===== src/idx_params.svh =====
`ifndef IDX_PARAMS_SVH
`define IDX_PARAMS_SVH

`define IDX_ADDR_W         12
`define IDX_OFF_CTRL       12'h000
`define IDX_OFF_CSEN       12'h004
`define IDX_OFF_STAT       12'h008
`define IDX_OFF_PCST       12'h00C

`define IDX_CTRL_RPOL      0
`define IDX_CTRL_GPOL      1
`define IDX_CTRL_XGPO_EN   2
`define IDX_CTRL_XGPO_VAL  3
`define IDX_CTRL_PCGP_EN   4
`define IDX_CTRL_PCGPO_LSB 5
`define IDX_CTRL_PCGPO_MSB 7
`define IDX_CTRL_RST       32'h0000_00E8
`define IDX_CSEN_RST       32'h0000_0000
`define IDX_CSEN_MSB       5

`define IDX_NCH            7
`define IDX_NPC            3
`define IDX_NCMD           4
`define IDX_SA_W           17
`define IDX_LA_W           7

`define IDX_STAT_REQ_LSB   0
`define IDX_STAT_DMA_GRANT_LINE_LSB  8
`define IDX_STAT_TC        16
`define IDX_STAT_XOE       17
`define IDX_STAT_GRANT     18

`endif


===== src/idx_pkg.sv =====
package idx_pkg;

    typedef enum logic [1:0] {
        IDX_ARB_IDLE  = 2'b01,
        IDX_ARB_GRANT = 2'b10
    } idx_arb_t;

    typedef enum logic [1:0] {
        IDX_XOE_IDLE = 2'b01,
        IDX_XOE_ON   = 2'b10
    } idx_xoe_t;

endpackage


===== src/idx_top.sv =====
// Notes on behaviour
// - Buffer enable is an active-low flop output wired straight to the transceiver.
// - Buffer enable asserts only for a decoded peripheral whose select is enabled.
// - Buffer enable starts at the falling edge of any ISA command.
// - Released at command rise for PCI-master cycles, at address change for ISA master.
// - No buffer enable for a peripheral whose decode range is disabled.
// - Buffer enable pin may become a general output by configuration.
// - Buffer enable and both grant groups are high in reset and suspend; general outputs follow value in suspend.
// - Request and grant lines exist for channels 0-3 and 5-7, not 4.
// - A grant means DMA service granted or a 16-bit master owns the bus.
// - Request and grant polarity are programmable in the command register.
// - A request that drops before being granted never gets a grant.
// - Request activation is treated as asynchronous to the clock.
// - PCI agents request on three active-low lines; unused they are general inputs.
// - PCI-side grants are three active-low outputs, reassignable as general outputs.
// - Terminal count asserts after a new address when the byte count expires.
// - Outside autoinitialization, terminal count holds until address enable falls.
// - During autoinitialization, terminal count drops before address enable does.
// - Terminal count is low in reset, after reset and in suspend.
`timescale 1ns/1ps
`include "idx_params.svh"

module idx_top
    import idx_pkg::*;
(
    // Clock, reset and suspend
    input  wire logic                      ref_clk_i,
    input  wire logic                      rst_i,
    input  wire logic                      pos_i,
    // APB slave
    input  wire logic                      psel_i,
    input  wire logic                      penable_i,
    input  wire logic                      pwrite_i,
    input  wire logic [`IDX_ADDR_W-1:0]    paddr_i,
    input  wire logic [31:0]               pwdata_i,
    output logic      [31:0]               prdata_o,
    output logic                           pready_o,
    output logic                           pslverr_o,
    // ISA pins
    input  wire logic [`IDX_NCMD-1:0]      isa_cmd_n_i,
    input  wire logic [`IDX_SA_W-1:0]      isa_sa_i,
    input  wire logic [`IDX_LA_W-1:0]      isa_la_i,
    input  wire logic [`IDX_NCH-1:0]       dma_request_line_i,
    output logic      [`IDX_NCH-1:0]       dma_grant_line_o,
    output logic                           xbus_buffer_output_enable_n_o,
    output logic                           terminal_count_output_o,
    // PCI-side DMA pins
    input  wire logic [`IDX_NPC-1:0]       pc_req_n_i,
    output logic      [`IDX_NPC-1:0]       pc_gnt_n_o,
    // Internal decode and DMA controller status
    input  wire logic [`IDX_CSEN_MSB:0]    xbus_decode_i,
    input  wire logic                      isa_master_cycle_i,
    input  wire logic                      addr_out_i,
    input  wire logic                      count_expired_i,
    input  wire logic                      aen_i,
    input  wire logic                      autoinit_i
);

    localparam int SYNW = `IDX_NCMD + `IDX_SA_W + `IDX_LA_W + `IDX_NCH + `IDX_NPC;

    logic [31:0]               ctrl_q;
    logic [31:0]               csen_q;
    logic [31:0]               prdata_q;
    logic                      pready_q;
    logic                      pslverr_q;
    logic [SYNW-1:0]           sync1_q;
    logic [SYNW-1:0]           sync2_q;
    logic [SYNW-1:0]           sync3_q;
    idx_arb_t                  arb_q;
    idx_arb_t                  arb_d;
    logic [`IDX_NCH-1:0]       grant_q;
    logic [`IDX_NCH-1:0]       grant_d;
    idx_xoe_t                  xoe_q;
    idx_xoe_t                  xoe_d;
    logic                      xoe_isa_q;
    logic                      tc_q;
    logic                      tc_d;
    logic [`IDX_NPC-1:0]       pcg_q;
    logic [`IDX_NCH-1:0]       dma_grant_line_q;
    logic                      xoe_n_q;
    logic [`IDX_NPC-1:0]       pcgn_q;

    // Pin inputs; only the second and third stages are ever read.
    wire [SYNW-1:0] pins = {isa_cmd_n_i, isa_sa_i, isa_la_i, dma_request_line_i, pc_req_n_i};

    always_ff @(posedge ref_clk_i) begin
        sync1_q <= pins;
        sync2_q <= sync1_q;
        sync3_q <= sync2_q;
    end

    wire [`IDX_NPC-1:0]  pcreq_n_s = sync2_q[`IDX_NPC-1:0];
    wire [`IDX_NCH-1:0]  dma_request_line_s    = sync2_q[`IDX_NPC +: `IDX_NCH];
    wire [23:0]          addr_s    = sync2_q[`IDX_NPC + `IDX_NCH +: 24];
    wire [23:0]          addr_p    = sync3_q[`IDX_NPC + `IDX_NCH +: 24];
    wire [`IDX_NCMD-1:0] cmd_s     = sync2_q[SYNW-1 -: `IDX_NCMD];
    wire [`IDX_NCMD-1:0] cmd_p     = sync3_q[SYNW-1 -: `IDX_NCMD];

    // APB decode.
    wire       acc     = psel_i & penable_i & pready_q;
    wire       hit_ctl = (paddr_i == `IDX_OFF_CTRL);
    wire       hit_cse = (paddr_i == `IDX_OFF_CSEN);
    wire       hit_st  = (paddr_i == `IDX_OFF_STAT);
    wire       hit_pc  = (paddr_i == `IDX_OFF_PCST);
    wire       mapped  = hit_ctl | hit_cse | hit_st | hit_pc;
    wire       wr_ctl  = acc & pwrite_i & hit_ctl;
    wire       wr_cse  = acc & pwrite_i & hit_cse;

    wire       rpol    = ctrl_q[`IDX_CTRL_RPOL];
    wire       gpol    = ctrl_q[`IDX_CTRL_GPOL];
    wire       xgpo_en = ctrl_q[`IDX_CTRL_XGPO_EN];
    wire       xgpo_v  = ctrl_q[`IDX_CTRL_XGPO_VAL];
    wire       pcgp_en = ctrl_q[`IDX_CTRL_PCGP_EN];
    wire [2:0] pcgpo_v = ctrl_q[`IDX_CTRL_PCGPO_MSB:`IDX_CTRL_PCGPO_LSB];

    wire [31:0] stat_w = ({24'h0, 1'b0, dma_request_line_s} << `IDX_STAT_REQ_LSB)
                       | ({24'h0, 1'b0, dma_grant_line_q} << `IDX_STAT_DMA_GRANT_LINE_LSB)
                       | ({31'h0, tc_q} << `IDX_STAT_TC)
                       | ({31'h0, ~xoe_n_q} << `IDX_STAT_XOE)
                       | ({31'h0, arb_q == IDX_ARB_GRANT} << `IDX_STAT_GRANT);
    wire [31:0] pcst_w = {26'h0, pcgn_q, pcreq_n_s};
    wire [31:0] rdata  = hit_ctl ? ctrl_q :
                         hit_cse ? csen_q :
                         hit_st  ? stat_w :
                         hit_pc  ? pcst_w : 32'h0000_0000;

    // One wait state: data and error are registered while ready rises.
    always_ff @(posedge ref_clk_i) begin
        if (rst_i) begin
            pready_q  <= 1'b0;
            prdata_q  <= 32'h0000_0000;
            pslverr_q <= 1'b0;
        end else begin
            pready_q  <= psel_i & penable_i & ~pready_q;
            prdata_q  <= rdata;
            pslverr_q <= psel_i & penable_i & ~pready_q & ~mapped;
        end
    end

    always_ff @(posedge ref_clk_i) begin
        if (rst_i) begin
            ctrl_q <= `IDX_CTRL_RST;
            csen_q <= `IDX_CSEN_RST;
        end else begin
            if (wr_ctl) begin
                ctrl_q <= pwdata_i & 32'h0000_00FF;
            end
            if (wr_cse) begin
                csen_q <= pwdata_i & 32'h0000_003F;
            end
        end
    end

    // DMA arbitration: fixed priority, lowest index first, one grant at a time.
    wire [`IDX_NCH-1:0] req_act = rpol ? dma_request_line_s : ~dma_request_line_s;
    wire [`IDX_NCH-1:0] pick    = req_act & (~req_act + 7'h01);
    wire                held    = |(grant_q & req_act);

    always_comb begin
        arb_d   = arb_q;
        grant_d = grant_q;
        case (arb_q)
            IDX_ARB_IDLE: begin
                if (|req_act) begin
                    arb_d   = IDX_ARB_GRANT;
                    grant_d = pick;
                end
            end
            IDX_ARB_GRANT: begin
                if (!held) begin
                    arb_d   = IDX_ARB_IDLE;
                    grant_d = '0;
                end
            end
            default: begin
                arb_d   = IDX_ARB_IDLE;
                grant_d = '0;
            end
        endcase
    end

    // X-Bus buffer enable sequencing.
    wire dec_hit  = |(xbus_decode_i & csen_q[`IDX_CSEN_MSB:0]);
    wire cmd_fall = |(~cmd_s & cmd_p);
    wire cmd_rise = (&cmd_s) & ~(&cmd_p);
    wire addr_chg = (addr_s != addr_p);
    wire xoe_set  = cmd_fall & dec_hit;
    wire xoe_clr  = xoe_isa_q ? addr_chg : cmd_rise;

    always_comb begin
        xoe_d = xoe_q;
        case (xoe_q)
            IDX_XOE_IDLE: begin
                if (xoe_set) begin
                    xoe_d = IDX_XOE_ON;
                end
            end
            IDX_XOE_ON: begin
                if (xoe_clr) begin
                    xoe_d = IDX_XOE_IDLE;
                end
            end
            default: xoe_d = IDX_XOE_IDLE;
        endcase
    end

    // Terminal count: a new start wins over the clearing terms.
    wire tc_start = addr_out_i & count_expired_i;
    always_comb begin
        tc_d = tc_q;
        if (tc_start) begin
            tc_d = 1'b1;
        end else if (autoinit_i) begin
            tc_d = 1'b0;
        end else if (!aen_i) begin
            tc_d = 1'b0;
        end
    end

    // PCI-side grants: lowest active request wins and keeps it while held.
    wire [`IDX_NPC-1:0] pc_act  = ~pcreq_n_s;
    wire [`IDX_NPC-1:0] pc_pick = pc_act & (~pc_act + 3'h1);
    wire [`IDX_NPC-1:0] pcg_d   = |(pcg_q & pc_act) ? pcg_q : pc_pick;

    always_ff @(posedge ref_clk_i) begin
        if (rst_i) begin
            arb_q     <= IDX_ARB_IDLE;
            grant_q   <= '0;
            xoe_q     <= IDX_XOE_IDLE;
            xoe_isa_q <= 1'b0;
            tc_q      <= 1'b0;
            pcg_q     <= '0;
        end else begin
            arb_q     <= arb_d;
            grant_q   <= grant_d;
            xoe_q     <= xoe_d;
            xoe_isa_q <= xoe_set ? isa_master_cycle_i : xoe_isa_q;
            tc_q      <= tc_d;
            pcg_q     <= pcgp_en ? '0 : pcg_d;
        end
    end

    // Pin drivers. Suspend parks grants high and TC low, so DMA grants are inactive only at active-low polarity; general outputs keep their value.
    wire [`IDX_NCH-1:0] dma_grant_line_w = gpol ? grant_q : ~grant_q;
    wire                xoe_w  = xgpo_en ? xgpo_v : ~(xoe_q == IDX_XOE_ON);
    wire [`IDX_NPC-1:0] pcgn_w = pcgp_en ? pcgpo_v : ~pcg_q;

    always_ff @(posedge ref_clk_i) begin
        if (rst_i) begin
            dma_grant_line_q  <= '1;
            xoe_n_q <= 1'b1;
            pcgn_q  <= '1;
            terminal_count_output_o <= 1'b0;
        end else begin
            dma_grant_line_q  <= pos_i ? '1 : dma_grant_line_w;
            xoe_n_q <= (pos_i && !xgpo_en) ? 1'b1 : xoe_w;
            pcgn_q  <= (pos_i && !pcgp_en) ? '1 : pcgn_w;
            terminal_count_output_o <= pos_i ? 1'b0 : tc_d;
        end
    end

    assign prdata_o                      = prdata_q;
    assign pready_o                      = pready_q;
    assign pslverr_o                     = pslverr_q;
    assign dma_grant_line_o              = dma_grant_line_q;
    assign xbus_buffer_output_enable_n_o = xoe_n_q;
    assign pc_gnt_n_o                    = pcgn_q;

    // The slave decodes with its own grant; nothing here depends on that beyond
    // keeping the grant stable for the whole service.

    property p_xoe_cause;
        @(posedge ref_clk_i) disable iff (rst_i)
        $fell(xbus_buffer_output_enable_n_o) && !$past(xgpo_en) |-> $past(xoe_set, 2);
    endproperty
    a_xoe_cause: assert property (p_xoe_cause) else $error("enable fell without decode");

    property p_xoe_pci_rel;
        @(posedge ref_clk_i) disable iff (rst_i)
        xoe_q == IDX_XOE_ON && !xoe_isa_q && cmd_rise && !xgpo_en |=> ##1 xoe_n_q;
    endproperty
    a_xoe_pci_rel: assert property (p_xoe_pci_rel) else $error("enable held past command");

    property p_xoe_dis;
        @(posedge ref_clk_i) disable iff (rst_i)
        xoe_q == IDX_XOE_IDLE && !dec_hit |=> xoe_q == IDX_XOE_IDLE;
    endproperty
    a_xoe_dis: assert property (p_xoe_dis) else $error("enable for disabled decode");

    property p_xoe_gpo;
        @(posedge ref_clk_i) disable iff (rst_i)
        xgpo_en |=> xoe_n_q == $past(xgpo_v);
    endproperty
    a_xoe_gpo: assert property (p_xoe_gpo) else $error("general output wrong");

    property p_no_req_no_gnt;
        @(posedge ref_clk_i) disable iff (rst_i)
        arb_q == IDX_ARB_IDLE && !(|req_act) |=> grant_q == '0;
    endproperty
    a_no_req_no_gnt: assert property (p_no_req_no_gnt) else $error("grant w/o request");

    property p_dma_grant_line_pos;
        @(posedge ref_clk_i) disable iff (rst_i)
        pos_i |=> dma_grant_line_o == '1;
    endproperty
    a_dma_grant_line_pos: assert property (p_dma_grant_line_pos) else $error("grant active in suspend");

    property p_tc_set;
        @(posedge ref_clk_i) disable iff (rst_i)
        tc_start && !pos_i |=> terminal_count_output_o;
    endproperty
    a_tc_set: assert property (p_tc_set) else $error("terminal count missed");

    property p_tc_hold;
        @(posedge ref_clk_i) disable iff (rst_i)
        tc_q && aen_i && !autoinit_i && !pos_i |=> terminal_count_output_o;
    endproperty
    a_tc_hold: assert property (p_tc_hold) else $error("terminal count dropped early");

    property p_tc_auto;
        @(posedge ref_clk_i) disable iff (rst_i)
        autoinit_i && !tc_start |=> !terminal_count_output_o;
    endproperty
    a_tc_auto: assert property (p_tc_auto) else $error("terminal count in autoinit");

    property p_sync;
        @(posedge ref_clk_i) disable iff (rst_i)
        ##2 1'b1 |-> dma_request_line_s == $past(dma_request_line_i, 2);
    endproperty
    a_sync: assert property (p_sync) else $error("request sync depth wrong");

endmodule


===== config.mk =====
export PLATFORM = sky130hd
export DESIGN_NAME = idx_top
export DESIGN_NICKNAME = d
export VERILOG_FILES = /design/src/idx_pkg.sv /design/src/idx_top.sv
export VERILOG_INCLUDE_DIRS = /design/src /design/src/src
export SDC_FILE = /design/constraint.sdc
export NUM_CORES = 1
export LEC_CHECK = 0
export BUFFER_PORTS_ARGS = -buffer_cell sky130_fd_sc_hd__buf_2
export CORE_MARGIN = 2
export CORE_UTILIZATION = 35
export CTS_CLUSTER_SIZE = 30
export DETAILED_ROUTE_END_ITERATION = 8
export SYNTH_ARGS = -nofsm -noshare
export SYNTH_HDL_FRONTEND = slang
export SYNTH_SLANG_ARGS = --single-unit

===== constraint.sdc =====
create_clock -name ref_clk_i -period 1.9 [get_ports ref_clk_i]
set_input_delay 0.285 -clock ref_clk_i [delete_from_list [all_inputs] [get_ports ref_clk_i]]
set_output_delay 0.285 -clock ref_clk_i [all_outputs]
set_load 0.02 [all_outputs]

==> Word level (Yosys, flattened, before mapping) <==
Cells that the tools add are included.
{ "word_totals": {"wordCells": 108, "inputBits": 99, "regBits": 177, "output_inout_bits": 46} }
{ "classes": {"n_mux": 21, "bitwise_logic": 35, "reduce_logical": 19, "add_sub_neg": 2, "eq_ne": 12} }
{ "ops": {"columns": ["cell", "count"], "rows": [
  ["two-way mux 7 bit", 4],
  ["equality test 12 x 4 -> 1 bit, second input constant", 2],
  ["inequality test 24 bit", 1],
  ["NOT 7 bit", 3],
  ["two-way mux 19 bit", 1],
  ["OR 18 x 19 -> 19 bit", 1],
  ["OR 17 x 18 -> 18 bit", 1],
  ["OR 15 x 17 -> 17 bit", 1],
  ["two-way mux 8 bit", 2],
  ["OR 7 x 15 -> 15 bit", 1],
  ["bitwise AND 7 bit", 2],
  ["one-hot mux 7 bit (2 select lines)", 1],
  ["OR reduction 7 bit", 2],
  ["equality test 12 x 3 -> 1 bit, second input constant", 1],
  ["logical NOT 12 bit", 1],
  ["bitwise AND 1 bit", 10],
  ["NOT 3 bit", 3],
  ["two-way mux 2 bit", 4],
  ["inequality test 2 bit, second input constant", 4],
  ["one-hot mux 2 bit (2 select lines)", 2],
  ["AND reduction 4 bit", 2],
  ["OR reduction 2 bit", 4],
  ["adder 7 x 1 -> 7 bit, second input constant", 1],
  ["bitwise AND 3 bit", 2],
  ["other kinds (17)", 33]
]} }

==> Logic depth before layout (Yosys ltp) <==
{ "depth": {"ltp_word": 7, "depth_mapped": 7, "depth_no_buf": 5} }

==> Least setup slack after synthesis <==
No wires, ideal clock.
{ "synth_timing": {"kind": "reg2reg", "start": "register sync2_q[4]", "end": "register grant_q[1]", "period_less_slack_ns": 1.551, "n_path_buf": 1, "required_ns": 1.783, "arrival_ns": 1.434, "path_slack_ns": 0.349, "setup_ns": 0.117, "stages_incl_launch_ff": 7, "path_cell_list": "dfxtp_1 > buf_6 > nor2b_1 > or4_4 > o211ai_2 > nand2_2 > a22o_1"} }
{ "synth_between": {"elab_chain_cells": 7, "word_cells_on_any_way": 13, "cone_classes": "1 x add/sub; 2 x eq/ne; 3 x mux; 4 x bitwise; 3 x reduce/logical"} }
{ "synth_rtl": {"columns": ["item", "line", "rtl"], "rows": [
  ["from (decl)", "idx_top.sv:67", "logic [SYNW-1:0] sync2_q;"],
  ["from (signal assigned)", "idx_top.sv:88", "sync2_q <= sync1_q;"],
  ["NOT 7 bit", "idx_top.sv:155", "wire [`IDX_NCH-1:0] req_act = rpol ? dma_request_line_s : ~dma_request_line_s;"],
  ["two-way mux 7 bit *", "idx_top.sv:155", null],
  ["NOT 7 bit", "idx_top.sv:156", "wire [`IDX_NCH-1:0] pick = req_act & (~req_act + 7'h01);"],
  ["adder 7 x 1 -> 7 bit", "idx_top.sv:156", null],
  ["bitwise AND 7 bit", "idx_top.sv:156", null],
  ["two-way mux 7 bit", "idx_top.sv:164", "if (|req_act) begin"],
  ["one-hot mux 7 bit (2 select lines)", "idx_top.sv:162", "case (arb_q)"],
  ["to (signal assigned)", "idx_top.sv:235", "grant_q <= grant_d;"],
  ["to (decl)", "idx_top.sv:71", "logic [`IDX_NCH-1:0] grant_q;"]
]} }
Mark *: on every way between the ends. The rest lies on a longest branch, timed or not. The select of a mux whose other input is x is not followed.
A chain may end at the register's enable or synchronous reset.

==> Final worst setup path <==
{ "layout_timing": {"start": "register sync2_q[4]", "end": "register grant_q[3]"} }
Same word-level chain as after synthesis.

==> impl_metrics.py <==
metrics = {
    "global_routing": {
        "grt_pass1_wl_microns": 15600,
        "busiest_layer": "met2",
        "overflow": 0,
        "antenna_found_initial": 1,
        "grt_use_met1_pct": 14.7,
        "grt_max_degree": 21,
        "use_met3_pct": 5.73,
        "gr-usage-met2_pct": 20.4,
        "track_usage_pct": 12.6,
        "grt_pass1_vias": 3331,
    },
    "clock_tree": {
        "clk_path_buf_depth": 2,
        "cts_tree": "done",
        "cts_buffers": 17,
        "clk_latency_ps": 420,
        "cts_htree_levels": 4,
        "clock_sinks": 166,
        "clockRootBuffer": "clkbuf_16",
        "cts_setup_buffers": 0,
        "clk_pin_slew_ps": 60,
    },
    "detailed_routing": {
        "first_pass_iters": 4,
        "drtIter0Drc": 163,
        "ant_nets": 0,
        "wirelength_microns": 9760,
        "vias": 3490,
        "drcViolationCount": 0,
        "post_drt_wl_per_cell_microns": 12.5,
        "viasPerCell": 4.47,
    },
    "placed_design": {
        "routabilityCongestion": 0.779,
        "portBuffers": 106,
        "hpwl_microns": 6870,
    },
    "status": {
        "outcome": "finished clean",
    },
    "floorplanning": {
        "ioPinCount": 145,
        "dieArea_sq_um": 15800,
        "die_y_microns": 126,
        "die_width_microns": 126,
        "initial_core_util_pct": 35.8,
        "core_area_sq_um": 14500,
        "row_count": 44,
    },
    "sta": {
        "relSlewSlack_pct": 62.3,
        "holdWs_ps": 118,
        "setup_violations": 0,
        "slew_viol_final": 0,
        "final.setup.tns_ps": 0,
        "skew_ps": 8.12,
        "period_share_pct": 92.1,
        "worst_slew_pin_slew_ps": 565,
        "grt_setup_unrepaired": "no",
        "fmax_ghz": 0.571,
        "final-hold-violation-count": 0,
        "finalCriticalPeriod_ps": 1750,
    },
    "worst_setup_path": {
        "crit_arrival_ps": 2060,
        "path_cells": "nor2b_1 -> or4_4 -> o211ai_2 -> nand2_2 -> a22o_1",
        "cp.required_ps": 2200,
        "worst-path-max-fanout": 8,
        "critical-path-slowest-cell": "or4_4",
        "startpoint_type": "register",
        "critPathKind": "register to register",
        "crit_path_max_incr_delay_ps": 520,
        "worst_setup_path_end_kind": "register",
    },
    "synthesis": {
        "synth.distinct_cells": 56,
        "synth.most_common_cell": "dfxtp_1",
        "synth_edf_count": 0,
        "yosys-top-cells-count": "dfxtp_1, mux2i_1, nor2_1",
        "async_reset_ff_share_pct": 0,
        "syn_inst": 437,
        "ys_seq_area_share_pct": 64.1,
        "syn_avg_cell_area_sq_um": 11.9,
        "synth_top_flop_cell": "dfxtp_1",
        "ys_ff_latch": 166,
        "syn-cell-area_sq_um": 5190,
        "netlist_top_cells_area": "dfxtp_1, mux2i_1, xnor2_1",
        "synth_top_area_share_pct": 64.1,
        "ys_warn_count": 0,
        "yosysTopAreaCell": "dfxtp_1",
    },
    "worst_hold_path": {
        "min_path_type": "primary input to register",
    },
    "final_layout": {
        "seqCellArea_sq_um": 3320,
        "final_layout_size_suffix_gt1_share_pct": 26.2,
        "n_fill_cell": 1304,
        "final_nets": 681,
        "area_delta_synth_final_pct": 30.5,
        "multiInputGateArea_sq_um": 1640,
    },
    "power": {
        "ir_drop_uv": 883,
        "p_leak_nw": 3.01,
        "power_density_nw_per_um2": 1090,
        "finalPower_mw": 7.38,
    },
    "flow_run": {
        "drv_cap": 0,
    },
}
## through the flow
stage	setup WS [ps]	area, sq um	util (%)	std cells
after floorplan	349	5240	-	450
after global placement	166	5800	40.1	709
after detailed placement	117	5800	40.1	709
after CTS	115	6760	46.7	779
after global routing	55.3	6760	46.7	779
final	149	6770	46.7	780
## worst paths after layout
check | slack [ps] | from | end | cells past startpoint
setup reg to reg | 150 | sync2_q[4] | grant_q[3] | 5
hold / removal | 120 | penable_i | pready_o | 3
setup / recovery | 150 | sync2_q[4] | grant_q[3] | 5
hold reg to reg | 330 | sync1_q[31] | sync2_q[31] | 0
## report_power, final
group	switching, mW	leakage [nW]	total, mW	internal (mW)
clock network	1.47	0.284	3.33	1.86
registers	0.0738	1.38	3.69	3.62
logic	0.160	1.34	0.354	0.194
total	1.71	3.01	7.38	5.67
## what timing repair did
item	4_1_cts	5_1_grt
endpoints found under the hold margin	38	0
endpoints found under the setup margin	0	1
resized for setup	0	1
hold buffers	38	0
## cell usage in the layout, fill, tap and decap left out, types with 3 or more instances in the layout
master         count
nor3b_1            3
a21oi_1            7
inv_8              5
nor3_1            11
nand2b_1           6
mux2i_1           28
clkbuf_16         17
buf_4              6
xnor2_1           19
and2_1            11
nor2b_1           13
nand4_1            8
buf_2            106
inv_6              4
xor2_1            15
nand2_1           14
dfxtp_1          165
a31oi_1            4
nand3_1            3
inv_1              8
a22oi_1            4
o21bai_1           4
nor2_1            28
conb_1            14
nor4_1             5
a221oi_1           6
dlygate4sd3_1     38
## area by class of cell
type / count / share of cell area [%]
Multi-Input combinational cell: 238 / 24.2
Clock buffer: 17 / 6.29
Antenna cell: 1 / 0.0370
Tap cell: 184 / 3.40
Clock inverter: 15 / 2.29
Inverter: 9 / 0.499
Timing Repair Buffer: 150 / 14.1
Sequential cell: 166 / 49.1
## per-layer routing
| layer | vias up | part of all wire (%) |
|---|---|---|
| met1 | 1587 | 44 |
| met4 | 0 | 1.6 |
| li1 | 1757 | - |
| met3 | 14 | 7.2 |
| met2 | 132 | 47 |
| met5 | - | 0 |
## registers in the layout, summed over array words and instances, names as in the netlist
name                           count
sync1_q                           38
sync2_q                           38
sync3_q                           28
prdata_o                          18
ctrl_q                             8
dma_grant_line_o                   7
grant_q                            7
csen_q                             6
pc_gnt_n_o                         3
pcg_q                              3
arb_q                              2
xoe_q                              2
pready_o                           1
pslverr_o                          1
tc_q                               1
terminal_count_output_o            1
xbus_buffer_output_enable_n_o      1
xoe_isa_q                          1
## kinds of logic (layout without fill, tap and decap cells)
logic type,count (synthesis),in the layout,synth area share (%)
and+or+nand+nor,113,113,11.9
other,1,15,0.0723
muxes,28,28,5.40
buffers and inverters,46,191,5.26
DFF,166,166,64.1
AOI/OAI and AO/OA,49,49,7.58
xor gates and xnor gates,34,34,5.74
## worst max-delay path, delay by kind of cell, from the launching register on
kind	cells	cell delay [ps]
and+or+nand+nor	3	720
DFF	1	500
AOI/OAI and AO/OA	2	410
Note: power is estimated with default switching activity, not from simulation.
